==> config.mk <==
export PLATFORM = sky130hd
export DESIGN_NAME = adcr_config_regs
export DESIGN_NICKNAME = d
export VERILOG_FILES = /design/src/inc/adcr_pkg.sv /design/src/design/adcr_pin_sync.sv /design/src/design/adcr_float_timer.sv /design/src/design/adcr_config_regs.sv
export SDC_FILE = /design/constraint.sdc
export NUM_CORES = 1
export LEC_CHECK = 0
export ABC_CLOCK_PERIOD_IN_PS = 7200
export BUFFER_PORTS_ARGS = -buffer_cell sky130_fd_sc_hd__buf_2
export CAP_MARGIN = 20
export CORE_UTILIZATION = 40
export DETAILED_ROUTE_END_ITERATION = 12
export PLACE_DENSITY = 0.72
export SYNTH_ARGS = -nofsm -noshare
export SYNTH_HDL_FRONTEND = slang
export SYNTH_SLANG_ARGS = --single-unit
==> constraint.sdc <==
create_clock -name hclk -period 7.2 [get_ports hclk]
set_clock_uncertainty 0.2 [all_clocks]
set_input_delay 0.36 -clock hclk [delete_from_list [all_inputs] [get_ports hclk]]
set_output_delay 0.36 -clock hclk [all_outputs]
set_load 0.005 [all_outputs]
==> src/inc/adcr_pkg.sv <==
// Package: register map, field layout, reset values and timing constants of the DSP config bank
package adcr_pkg;

  // Register indices; byte address is four times the index
  localparam logic [7:0] IDX_EQ_FIRST    = 8'h05;
  localparam logic [7:0] IDX_EQ_LAST     = 8'h0E;
  localparam logic [7:0] IDX_BYPASS      = 8'h0F;
  localparam logic [7:0] IDX_COMPRESSOR  = 8'h10;
  localparam logic [7:0] IDX_TONE        = 8'h11;
  localparam logic [7:0] IDX_PROT_STATUS = 8'h20;

  localparam int EQ_BANDS = 5;
  localparam int EQ_WORDS = 10;

  // Equalizer word one fields
  localparam int W1_FLAG_POS  = 15;
  localparam int W1_MANT_LSB  = 4;
  localparam int W1_MANT_W    = 11;
  localparam int W1_EXP_LSB   = 0;
  localparam int W1_EXP_W     = 4;
  // Equalizer word two fields
  localparam int W2_FLAG_POS  = 15;
  localparam int W2_MANT_LSB  = 11;
  localparam int W2_MANT_W    = 4;
  localparam int W2_EXP_LSB   = 8;
  localparam int W2_EXP_W     = 3;
  localparam int W2_GAIN_LSB  = 1;
  localparam int W2_GAIN_W    = 7;
  localparam int W2_SCALE_POS = 0;

  // Bypass and protection word
  localparam int BP_OCP_LSB  = 6;
  localparam int BP_OTP_LSB  = 4;
  localparam int BP_CLIP_POS = 3;
  localparam int BP_HPF_POS  = 2;
  localparam int BP_DRC_POS  = 1;
  localparam int BP_EQ_POS   = 0;

  // Compressor word
  localparam int DRC_ATTACK_LEVEL_LSB  = 12;
  localparam int DRC_ATTACK_SPEED_LSB = 8;
  localparam int DRC_RELEASE_LEVEL_LSB  = 4;
  localparam int DRC_RELEASE_SPEED_LSB = 0;

  // Tone word
  localparam int TONE_TRB_GAIN_LSB = 9;
  localparam int TONE_TRB_FREQ_LSB = 7;
  localparam int TONE_BAS_GAIN_LSB = 2;
  localparam int TONE_BAS_FREQ_LSB = 0;

  // Reset values and writable masks
  localparam logic [15:0] EQ_WORD_RESET     = 16'h0000;
  localparam logic [15:0] BYPASS_RESET      = 16'h0093;
  localparam logic [15:0] BYPASS_MASK       = 16'h00FF;
  localparam logic [15:0] COMPRESSOR_RESET  = 16'h92BA;
  localparam logic [15:0] TONE_RESET        = 16'h12A5;
  localparam logic [15:0] TONE_MASK         = 16'h3FFF;

  // Float timer codes
  localparam logic [1:0] FLOAT_CODE_HOLD = 2'b11;

  // Timing at the 125 MHz bus clock
  localparam int CLK_PERIOD_NS      = 8;
  localparam int FLOAT_SHORT_NS     = 4500;
  localparam int FLOAT_OCP_MID_NS   = 27500;
  localparam int FLOAT_OCP_LONG_MS  = 10;
  localparam int FLOAT_OTP_MID_MS   = 100;
  localparam int FLOAT_OTP_LONG_S   = 1;
  localparam int FLOAT_SHORT_CYC    = (FLOAT_SHORT_NS + CLK_PERIOD_NS - 1) / CLK_PERIOD_NS;
  localparam int FLOAT_OCP_MID_CYC  = (FLOAT_OCP_MID_NS + CLK_PERIOD_NS - 1) / CLK_PERIOD_NS;
  localparam int FLOAT_OCP_LONG_CYC = FLOAT_OCP_LONG_MS * 1000000 / CLK_PERIOD_NS;
  localparam int FLOAT_OTP_MID_CYC  = FLOAT_OTP_MID_MS * 1000000 / CLK_PERIOD_NS;
  localparam int FLOAT_OTP_LONG_CYC = FLOAT_OTP_LONG_S * 1000000000 / CLK_PERIOD_NS;
  localparam int FLOAT_CNT_W        = 27;

endpackage : adcr_pkg

==> src/design/adcr_pin_sync.sv <==
// Three-stage synchroniser for an asynchronous pin level
`timescale 1ns/100ps
`default_nettype none
module adcr_pin_sync
(
  // Clock and reset
  input  wire logic hclk,
  input  wire logic hresetn,
  // Pin in, clean level out
  input  wire logic pin_async,
  output var  logic level_reg
);

  logic meta_reg;
  logic s2_reg;
  logic s3_reg;

  always_ff @(posedge hclk or negedge hresetn)
  begin
    if (!hresetn)
    begin
      meta_reg <= 1'b0;
      s2_reg   <= 1'b0;
      s3_reg   <= 1'b0;
    end
    else
    begin
      meta_reg <= pin_async;
      s2_reg   <= meta_reg;
      s3_reg   <= s2_reg;
    end
  end

  // Level only moves once two settled stages agree
  always_ff @(posedge hclk or negedge hresetn)
  begin
    if (!hresetn)
      level_reg <= 1'b0;
    else if (s2_reg == s3_reg)
      level_reg <= s3_reg;
  end

endmodule : adcr_pin_sync
`default_nettype wire

==> src/design/adcr_float_timer.sv <==
// Power stage float timer for one protection source
`timescale 1ns/100ps
`default_nettype none
module adcr_float_timer
#(
  parameter int CNT_W  = 27,
  parameter int CYC_00 = 563,
  parameter int CYC_01 = 3438,
  parameter int CYC_10 = 1250000
)
(
  // Clock and reset
  input  wire logic             hclk,
  input  wire logic             hresetn,
  // Fault and time selection
  input  wire logic             fault,
  input  wire logic [1:0]       time_sel,
  // Float state
  output var  logic             floating_reg
);

  logic [CNT_W-1:0] count_reg;
  logic             hold_reg;

  // Time code is latched at the fault so a rewrite cannot cut a float short
  always_ff @(posedge hclk or negedge hresetn)
  begin
    if (!hresetn)
    begin
      floating_reg <= 1'b0;
      hold_reg     <= 1'b0;
      count_reg    <= '0;
    end
    else if (!floating_reg)
    begin
      if (fault)
      begin
        floating_reg <= 1'b1;
        hold_reg     <= (time_sel == adcr_pkg::FLOAT_CODE_HOLD);
        case (time_sel)
          2'b00:   count_reg <= CNT_W'(CYC_00 - 1);
          2'b01:   count_reg <= CNT_W'(CYC_01 - 1);
          2'b10:   count_reg <= CNT_W'(CYC_10 - 1);
          default: count_reg <= '0;
        endcase
      end
    end
    else if (!hold_reg)
    begin
      if (count_reg == '0)
        floating_reg <= 1'b0;
      else
        count_reg <= count_reg - 1'b1;
    end
  end

endmodule : adcr_float_timer
`default_nettype wire

==> src/design/adcr_config_regs.sv <==
// AHB-Lite register bank holding the sound processor configuration
//
// How it works
// Word one: flag, 11-bit mantissa, 4-bit exponent
// Word two: flag, mantissa, exponent, 7-bit gain
// Word two bit 0 selects 6 dB attenuation
// Band words at indices 05h to 0Eh
// Overcurrent float time from 2-bit code
// Overtemperature float time from 2-bit code
// Clip bit: 0 smooth clipping, 1 off
// Bypass bits for high-pass, compressor, equalizer
// Compressor attack level and rate fields
// Compressor release level and rate fields
// Treble gain 5-bit code, default 0 dB
// Bass gain 5-bit code, default 0 dB
// Treble and bass corner selects, reset 01
// Fields read back; reserved bits read zero
`timescale 1ns/100ps
`default_nettype none
module adcr_config_regs
#(
  parameter int OCP_LONG_CYC = adcr_pkg::FLOAT_OCP_LONG_CYC,
  parameter int OTP_MID_CYC  = adcr_pkg::FLOAT_OTP_MID_CYC,
  parameter int OTP_LONG_CYC = adcr_pkg::FLOAT_OTP_LONG_CYC
)
(
  // Clock and reset
  input  wire logic        hclk,
  input  wire logic        hresetn,
  // AHB-Lite slave
  input  wire logic        hsel,
  input  wire logic [31:0] haddr,
  input  wire logic [1:0]  htrans,
  input  wire logic        hwrite,
  input  wire logic [2:0]  hsize,
  input  wire logic [31:0] hwdata,
  input  wire logic        hready,
  output var  logic        hreadyout,
  output var  logic        hresp,
  output var  logic [31:0] hrdata,
  // Protection pins
  input  wire logic        overcurrent_detect,
  input  wire logic        overtemp_detect,
  output var  logic        power_stage_float,
  // Equalizer coefficients, band A in the lowest slice
  output wire logic [4:0]  band_cfg_flag_one,
  output wire logic [54:0] band_coef_one_mantissa,
  output wire logic [19:0] band_coef_one_exponent,
  output wire logic [4:0]  band_cfg_flag_two,
  output wire logic [19:0] band_coef_two_mantissa,
  output wire logic [14:0] band_coef_two_exponent,
  output wire logic [34:0] band_gain_param,
  output wire logic [4:0]  band_scale_factor,
  // Signal path control
  output wire logic        clip_smoothing_bypass,
  output wire logic        highpass_bypass,
  output wire logic        compressor_bypass,
  output wire logic        equalizer_bypass,
  // Compressor
  output wire logic [3:0]  attack_level,
  output wire logic [3:0]  attack_speed,
  output wire logic [3:0]  release_level,
  output wire logic [3:0]  release_speed,
  // Tone
  output wire logic [4:0]  high_shelf_gain,
  output wire logic [1:0]  high_shelf_corner,
  output wire logic [4:0]  low_shelf_gain,
  output wire logic [1:0]  low_shelf_corner
);

  typedef enum logic [1:0] {
    ST_IDLE,
    ST_WRITE,
    ST_READ
  } adcr_phase_t;

  adcr_phase_t phase_reg;
  logic [7:0]  addr_idx_reg;
  logic        addr_ok_reg;

  logic [15:0] eq_word_reg [adcr_pkg::EQ_WORDS];
  logic [15:0] bypass_reg;
  logic [15:0] compressor_reg;
  logic [15:0] tone_reg;

  logic        ocp_level;
  logic        otp_level;
  logic        ocp_floating;
  logic        otp_floating;

  logic        addr_take;
  logic        addr_word_ok;
  logic        wr_en;
  logic [15:0] wr_data;
  logic [15:0] rd_value;
  logic [3:0]  eq_slot;
  logic [15:0] status_value;

  // Address phase
  assign addr_take    = hsel && hready && htrans[1];
  // Only aligned words below 256 indices decode; everything else reads as zero
  assign addr_word_ok = (haddr[1:0] == 2'b00) && (haddr[31:10] == 22'h00_0000);

  always_ff @(posedge hclk or negedge hresetn)
  begin
    if (!hresetn)
    begin
      phase_reg    <= ST_IDLE;
      addr_idx_reg <= 8'h00;
      addr_ok_reg  <= 1'b0;
    end
    else
    begin
      case (phase_reg)
        ST_IDLE,
        ST_WRITE:
        begin
          if (addr_take)
          begin
            phase_reg    <= hwrite ? ST_WRITE : ST_READ;
            addr_idx_reg <= haddr[9:2];
            addr_ok_reg  <= addr_word_ok;
          end
          else
            phase_reg <= ST_IDLE;
        end
        // One wait state lets a preceding write land before the read is sampled
        ST_READ:
          phase_reg <= ST_IDLE;
        default:
          phase_reg <= ST_IDLE;
      endcase
    end
  end

  always_ff @(posedge hclk or negedge hresetn)
  begin
    if (!hresetn)
      hreadyout <= 1'b1;
    else if (phase_reg == ST_READ)
      hreadyout <= 1'b1;
    else if (addr_take && !hwrite)
      hreadyout <= 1'b0;
  end

  // Slave never signals an error
  always_ff @(posedge hclk or negedge hresetn)
  begin
    if (!hresetn)
      hresp <= 1'b0;
    else
      hresp <= 1'b0;
  end

  assign wr_en   = (phase_reg == ST_WRITE) && addr_ok_reg;
  assign wr_data = hwdata[15:0];
  assign eq_slot = 4'(addr_idx_reg - adcr_pkg::IDX_EQ_FIRST);

  // Equalizer storage, one word per index
  genvar gw;
  generate
    for (gw = 0; gw < adcr_pkg::EQ_WORDS; gw++)
    begin : g_eq_word
      always_ff @(posedge hclk or negedge hresetn)
      begin
        if (!hresetn)
          eq_word_reg[gw] <= adcr_pkg::EQ_WORD_RESET;
        else if (wr_en && (addr_idx_reg >= adcr_pkg::IDX_EQ_FIRST)
                 && (addr_idx_reg <= adcr_pkg::IDX_EQ_LAST) && (eq_slot == 4'(gw)))
          eq_word_reg[gw] <= wr_data;
      end
    end
  endgenerate

  always_ff @(posedge hclk or negedge hresetn)
  begin
    if (!hresetn)
      bypass_reg <= adcr_pkg::BYPASS_RESET;
    else if (wr_en && addr_idx_reg == adcr_pkg::IDX_BYPASS)
      bypass_reg <= wr_data & adcr_pkg::BYPASS_MASK;
  end

  always_ff @(posedge hclk or negedge hresetn)
  begin
    if (!hresetn)
      compressor_reg <= adcr_pkg::COMPRESSOR_RESET;
    else if (wr_en && addr_idx_reg == adcr_pkg::IDX_COMPRESSOR)
      compressor_reg <= wr_data;
  end

  // Reserved gain codes are stored as written; the filter clamps them
  always_ff @(posedge hclk or negedge hresetn)
  begin
    if (!hresetn)
      tone_reg <= adcr_pkg::TONE_RESET;
    else if (wr_en && addr_idx_reg == adcr_pkg::IDX_TONE)
      tone_reg <= wr_data & adcr_pkg::TONE_MASK;
  end

  // Read mux
  assign status_value = {12'h000, otp_level, ocp_level, otp_floating, ocp_floating};

  always_comb
  begin
    rd_value = 16'h0000;
    if (addr_ok_reg)
    begin
      if (addr_idx_reg >= adcr_pkg::IDX_EQ_FIRST && addr_idx_reg <= adcr_pkg::IDX_EQ_LAST)
        rd_value = eq_word_reg[eq_slot];
      else if (addr_idx_reg == adcr_pkg::IDX_BYPASS)
        rd_value = bypass_reg;
      else if (addr_idx_reg == adcr_pkg::IDX_COMPRESSOR)
        rd_value = compressor_reg;
      else if (addr_idx_reg == adcr_pkg::IDX_TONE)
        rd_value = tone_reg;
      else if (addr_idx_reg == adcr_pkg::IDX_PROT_STATUS)
        rd_value = status_value;
    end
  end

  always_ff @(posedge hclk or negedge hresetn)
  begin
    if (!hresetn)
      hrdata <= 32'h0000_0000;
    else if (phase_reg == ST_READ)
      hrdata <= {16'h0000, rd_value};
  end

  // Protection
  adcr_pin_sync u_ocp_sync
  (
    .hclk      (hclk),
    .hresetn   (hresetn),
    .pin_async (overcurrent_detect),
    .level_reg (ocp_level)
  );

  adcr_pin_sync u_otp_sync
  (
    .hclk      (hclk),
    .hresetn   (hresetn),
    .pin_async (overtemp_detect),
    .level_reg (otp_level)
  );

  adcr_float_timer
  #(
    .CNT_W  (adcr_pkg::FLOAT_CNT_W),
    .CYC_00 (adcr_pkg::FLOAT_SHORT_CYC),
    .CYC_01 (adcr_pkg::FLOAT_OCP_MID_CYC),
    .CYC_10 (OCP_LONG_CYC)
  )
  u_ocp_timer
  (
    .hclk         (hclk),
    .hresetn      (hresetn),
    .fault        (ocp_level),
    .time_sel     (bypass_reg[adcr_pkg::BP_OCP_LSB +: 2]),
    .floating_reg (ocp_floating)
  );

  adcr_float_timer
  #(
    .CNT_W  (adcr_pkg::FLOAT_CNT_W),
    .CYC_00 (adcr_pkg::FLOAT_SHORT_CYC),
    .CYC_01 (OTP_MID_CYC),
    .CYC_10 (OTP_LONG_CYC)
  )
  u_otp_timer
  (
    .hclk         (hclk),
    .hresetn      (hresetn),
    .fault        (otp_level),
    .time_sel     (bypass_reg[adcr_pkg::BP_OTP_LSB +: 2]),
    .floating_reg (otp_floating)
  );

  always_ff @(posedge hclk or negedge hresetn)
  begin
    if (!hresetn)
      power_stage_float <= 1'b0;
    else
      power_stage_float <= ocp_floating || otp_floating;
  end

  // Field fan-out, all straight from storage flops
  genvar gb;
  generate
    for (gb = 0; gb < adcr_pkg::EQ_BANDS; gb++)
    begin : g_band
      assign band_cfg_flag_one[gb] = eq_word_reg[2*gb][adcr_pkg::W1_FLAG_POS];
      assign band_coef_one_mantissa[gb*11 +: 11] =
        eq_word_reg[2*gb][adcr_pkg::W1_MANT_LSB +: adcr_pkg::W1_MANT_W];
      assign band_coef_one_exponent[gb*4 +: 4] =
        eq_word_reg[2*gb][adcr_pkg::W1_EXP_LSB +: adcr_pkg::W1_EXP_W];
      assign band_cfg_flag_two[gb] = eq_word_reg[2*gb+1][adcr_pkg::W2_FLAG_POS];
      assign band_coef_two_mantissa[gb*4 +: 4] =
        eq_word_reg[2*gb+1][adcr_pkg::W2_MANT_LSB +: adcr_pkg::W2_MANT_W];
      assign band_coef_two_exponent[gb*3 +: 3] =
        eq_word_reg[2*gb+1][adcr_pkg::W2_EXP_LSB +: adcr_pkg::W2_EXP_W];
      assign band_gain_param[gb*7 +: 7] =
        eq_word_reg[2*gb+1][adcr_pkg::W2_GAIN_LSB +: adcr_pkg::W2_GAIN_W];
      assign band_scale_factor[gb] = eq_word_reg[2*gb+1][adcr_pkg::W2_SCALE_POS];
    end
  endgenerate

  assign clip_smoothing_bypass = bypass_reg[adcr_pkg::BP_CLIP_POS];
  assign highpass_bypass       = bypass_reg[adcr_pkg::BP_HPF_POS];
  assign compressor_bypass     = bypass_reg[adcr_pkg::BP_DRC_POS];
  assign equalizer_bypass      = bypass_reg[adcr_pkg::BP_EQ_POS];

  assign attack_level  = compressor_reg[adcr_pkg::DRC_ATTACK_LEVEL_LSB +: 4];
  assign attack_speed  = compressor_reg[adcr_pkg::DRC_ATTACK_SPEED_LSB +: 4];
  assign release_level = compressor_reg[adcr_pkg::DRC_RELEASE_LEVEL_LSB +: 4];
  assign release_speed = compressor_reg[adcr_pkg::DRC_RELEASE_SPEED_LSB +: 4];

  assign high_shelf_gain   = tone_reg[adcr_pkg::TONE_TRB_GAIN_LSB +: 5];
  assign high_shelf_corner = tone_reg[adcr_pkg::TONE_TRB_FREQ_LSB +: 2];
  assign low_shelf_gain    = tone_reg[adcr_pkg::TONE_BAS_GAIN_LSB +: 5];
  assign low_shelf_corner  = tone_reg[adcr_pkg::TONE_BAS_FREQ_LSB +: 2];

endmodule : adcr_config_regs
`default_nettype wire

==> results.sh <==
export IMPL_relSlewSlack_pct=27.3
export IMPL_synthArstFlopShare_pct=100
export IMPL_synth_edf_count=0
export IMPL_gr_usage_all_layers_pct=23.0
export IMPL_critical_path_class="flop to flop"
export IMPL_grt_pass1_vias=11500
export IMPL_path_common_cell="buf_4"
export IMPL_arrival_ns=4.60
export IMPL_vias_per_cell=5.80
export IMPL_setup_tns_final_ns=0
export IMPL_cp_max_fo=39
export IMPL_instances_no_fill=1969
export IMPL_cp_num_buf_inv=2
export IMPL_final_min_clock_period_ns=4.36
export IMPL_critPathTopFamily="simple AND/OR/NAND/NOR gates"
export IMPL_pre_cts_slack_ns=2.83
export IMPL_grt_overflow=0
export IMPL_cellPowerDensity_nw_per_um2=272
export IMPL_finalNetCount=1582
export IMPL_drc=5
export IMPL_fin_ws_ns=2.84
export IMPL_drive_gt1_share_pct=41.9
export IMPL_hold_viol=0
export IMPL_highest_layer="met5"
export IMPL_hp_class="input pin to flop"
export IMPL_power_share_clock_pct=34.6
export IMPL_die_w_um=193
export IMPL_fin_area_um2=17600
export IMPL_largest_register_ffs=55
export IMPL_irDropWorstVdd_mv=0.206
export IMPL_synth_warnings=0
export IMPL_hpwl_um=30600
export IMPL_cts_made_buffers=31
export IMPL_io_pins=305
export IMPL_setup_viol=0
export IMPL_drv_slew=0
export IMPL_postCtsHoldBufs=21
export IMPL_final_util_pct=49.1
export IMPL_num_rows=69
export IMPL_synth_area_per_cell_um2=11.9
export IMPL_netlist_instances=1227
export IMPL_comb_power_share_pct=23.6
export IMPL_wl_per_cell_um=22.1
export IMPL_place_area_um2=16300
export IMPL_crit_path_max_incr_delay_ns=0.91
export IMPL_cts_path_max_buffers=3
export IMPL_synth_ff_type="dfrtp_1"
export IMPL_grt_max_degree=143
export IMPL_worstMarginPinSlew_ns=1.09
export IMPL_synth_seq_cells=293
export IMPL_via_count=11400
export IMPL_die_h_um=193
export IMPL_root_buffer="clkbuf_16"
export IMPL_synth_distinct_cells=74
export IMPL_routed_wl_met2_um=21100
export IMPL_detail_route_first_pass_iterations=11
export IMPL_antenna_left=0
export IMPL_drt_iter0_drc=843
export IMPL_clk_pin_slew_ns=0.07
export IMPL_clock_sinks=293
export IMPL_area_delta_synth_final_pct=20.0
export IMPL_rsz0062_at_grt="no"
export IMPL_period_share_pct=60.5
export IMPL_start_util_pct=40.9
export IMPL_p_sw_mw=1.53
export IMPL_p_leak_nw=7.67
export IMPL_dp_cells=1891
export IMPL_total_power_mw=4.78
export IMPL_cp_start_kind="flop"
export IMPL_grt_pass1_wl_um=68100
export IMPL_routed_wl_met3_um=3480
export IMPL_wl_um=43500
export IMPL_synth_area_um2=14600
export IMPL_core_um2=35700
export IMPL_port_buffers=267
export IMPL_clock_fmax_mhz=229
export IMPL_cts_max_level=1
export IMPL_violations="DRC"
export IMPL_swShare_pct=32.0
export IMPL_antennaDiodeCount=0
export IMPL_cp_cell_sequence="buf_4 > ha_1 > nand2b_1 > a22oi_1 > nor2_1 > nand4_1 > buf_4 > mux2_2"
export IMPL_seqPwrFrac_pct=41.8
export IMPL_wl_met1_um=17700
export IMPL_post_cts_resized=0
export IMPL_cp_required_ns=7.44
export IMPL_die_area_um2=37300
export IMPL_cts_tree="done"
export IMPL_hold_ws_ns=0.0316
export IMPL_clock_latency_ns=0.57
export IMPL_antenna_found_initial=1
export IMPL_routabilityCongestion=0.896
export IMPL_maxCapViolCount=0
export IMPL_status="finished with violations"
export IMPL_critPathSlowestCell="nor2_1"
export IMPL_internal_power_mw=3.25
export IMPL_postCtsSetupRepairBufs=0
export IMPL_ys_seq_area_share_pct=50.3
export IMPL_crit_path_end_kind="flop"
-- synthesized netlist by cell type, drive strengths merged, types with 3 or more instances --
cell type  number  area share (%)
a2111oi         3            0.18
a211oi         12            0.62
a21oi          50             1.7
a221oi         18             1.1
a22oi          15            0.77
a2bb2oi         7            0.42
a311oi          3            0.18
a31oi          18            0.77
a41o            3            0.21
a41oi           3            0.18
and2            3            0.13
and3            3            0.13
buf            43             2.0
clkbuf         56             1.4
dfrtp         274              47
dfstp          19             3.4
ha             21             1.8
inv            24            0.62
mux2          218              17
mux4           32             4.9
nand2          94             2.4
nand2b         10            0.43
nand3          16            0.68
nand3b          6            0.31
nand4          12            0.51
nand4b          3            0.18
nor2           55             1.4
nor2b          10            0.43
nor3           19            0.65
nor4           16            0.83
nor4b           6            0.49
o21ai          55             1.9
o22a           12            0.72
o22ai           4            0.17
o311ai          3            0.18
o31a            4            0.24
o31ai          15            0.77
or2             5            0.21
or3            12            0.55
or4            14            0.74
xnor2           4            0.24
-- final timing paths --
kind	start	end	slack, ns	cells past startpoint
setup / recovery	addr_idx_reg[0]	band_gain_param[34]	2.84	8
setup reg to reg	addr_idx_reg[0]	band_gain_param[34]	2.84	8
hold reg to reg	u_otp_sync.meta_reg	u_otp_sync.s2_reg	0.15	0
max in group asynchronous	hresetn	band_gain_param[20]	4.83	3
min in group asynchronous	hresetn	band_coef_one_exponent[0]	0.33	2
hold / removal	hwdata[5]	bypass_reg[5]	0.03	3
-- cell usage in the layout (no fill, tap or decap), types with 17 or more instances in the layout --
| cell type | netlist | layout |
|---|---|---|
| a21oi_1 | 50 | 50 |
| dfrtp_1 | 274 | 273 |
| conb_1 | 1 | 17 |
| mux4_2 | 32 | 32 |
| nor2_1 | 55 | 55 |
| ha_1 | 21 | 21 |
| nor3_1 | 19 | 19 |
| dlygate4sd3_1 | 0 | 21 |
| a31oi_1 | 18 | 18 |
| mux2_2 | 218 | 218 |
| buf_2 | 16 | 266 |
| inv_1 | 23 | 23 |
| o21ai_0 | 54 | 54 |
| nand2_1 | 94 | 94 |
| dfstp_2 | 19 | 19 |
| a221oi_1 | 18 | 18 |
| buf_4 | 18 | 20 |
| clkbuf_16 | 0 | 31 |
-- power by group through the flow --
stage	registers [mW]	clock network, mW	logic (mW)
finish	2.00	1.65	1.13
global route	2.02	1.73	1.24
CTS	1.99	1.67	1.12
detailed placement	2.02	0	1.11
global placement	2.01	0	1.08
floorplan	1.95	0	0.819
-- kinds of logic after synthesis --
logic type               synth area share, %
AO/OA/AOI/OAI                           11.0
XOR/XNOR                               0.359
adder cells (fa/ha/maj)                 1.93
buffers and inverters                   4.07
flip-flops                              50.3
multiplexers                            21.8
other                                 0.0256
AND/OR/NAND/NOR                         10.4
-- layer usage --
metal | track usage [%] | vias to the layer above
met3 | 4.92 | 80
met1 | 29.9 | 5867
li1 | - | 5042
met5 | 0 | -
met4 | 6.84 | 2
met2 | 38.4 | 438
-- tightest hold or removal path, stage by stage --
cell and delay [ns]:
buf_2 0.20, nand2_1 0.10, o21ai_0 0.07
-- area by class of cell --
| type | count | area [um^2] |
|---|---|---|
| Inverter | 24 | 90.1 |
| Tap cell | 461 | 577 |
| Clock inverter | 10 | 146 |
| Clock buffer | 46 | 902 |
| Fill cell | 3186 | 18200 |
| Sequential cell | 293 | 7360 |
| Timing Repair Buffer | 308 | 1710 |
| Multi-Input combinational cell | 827 | 6770 |
Note: power is estimated with default switching activity, not from simulation.
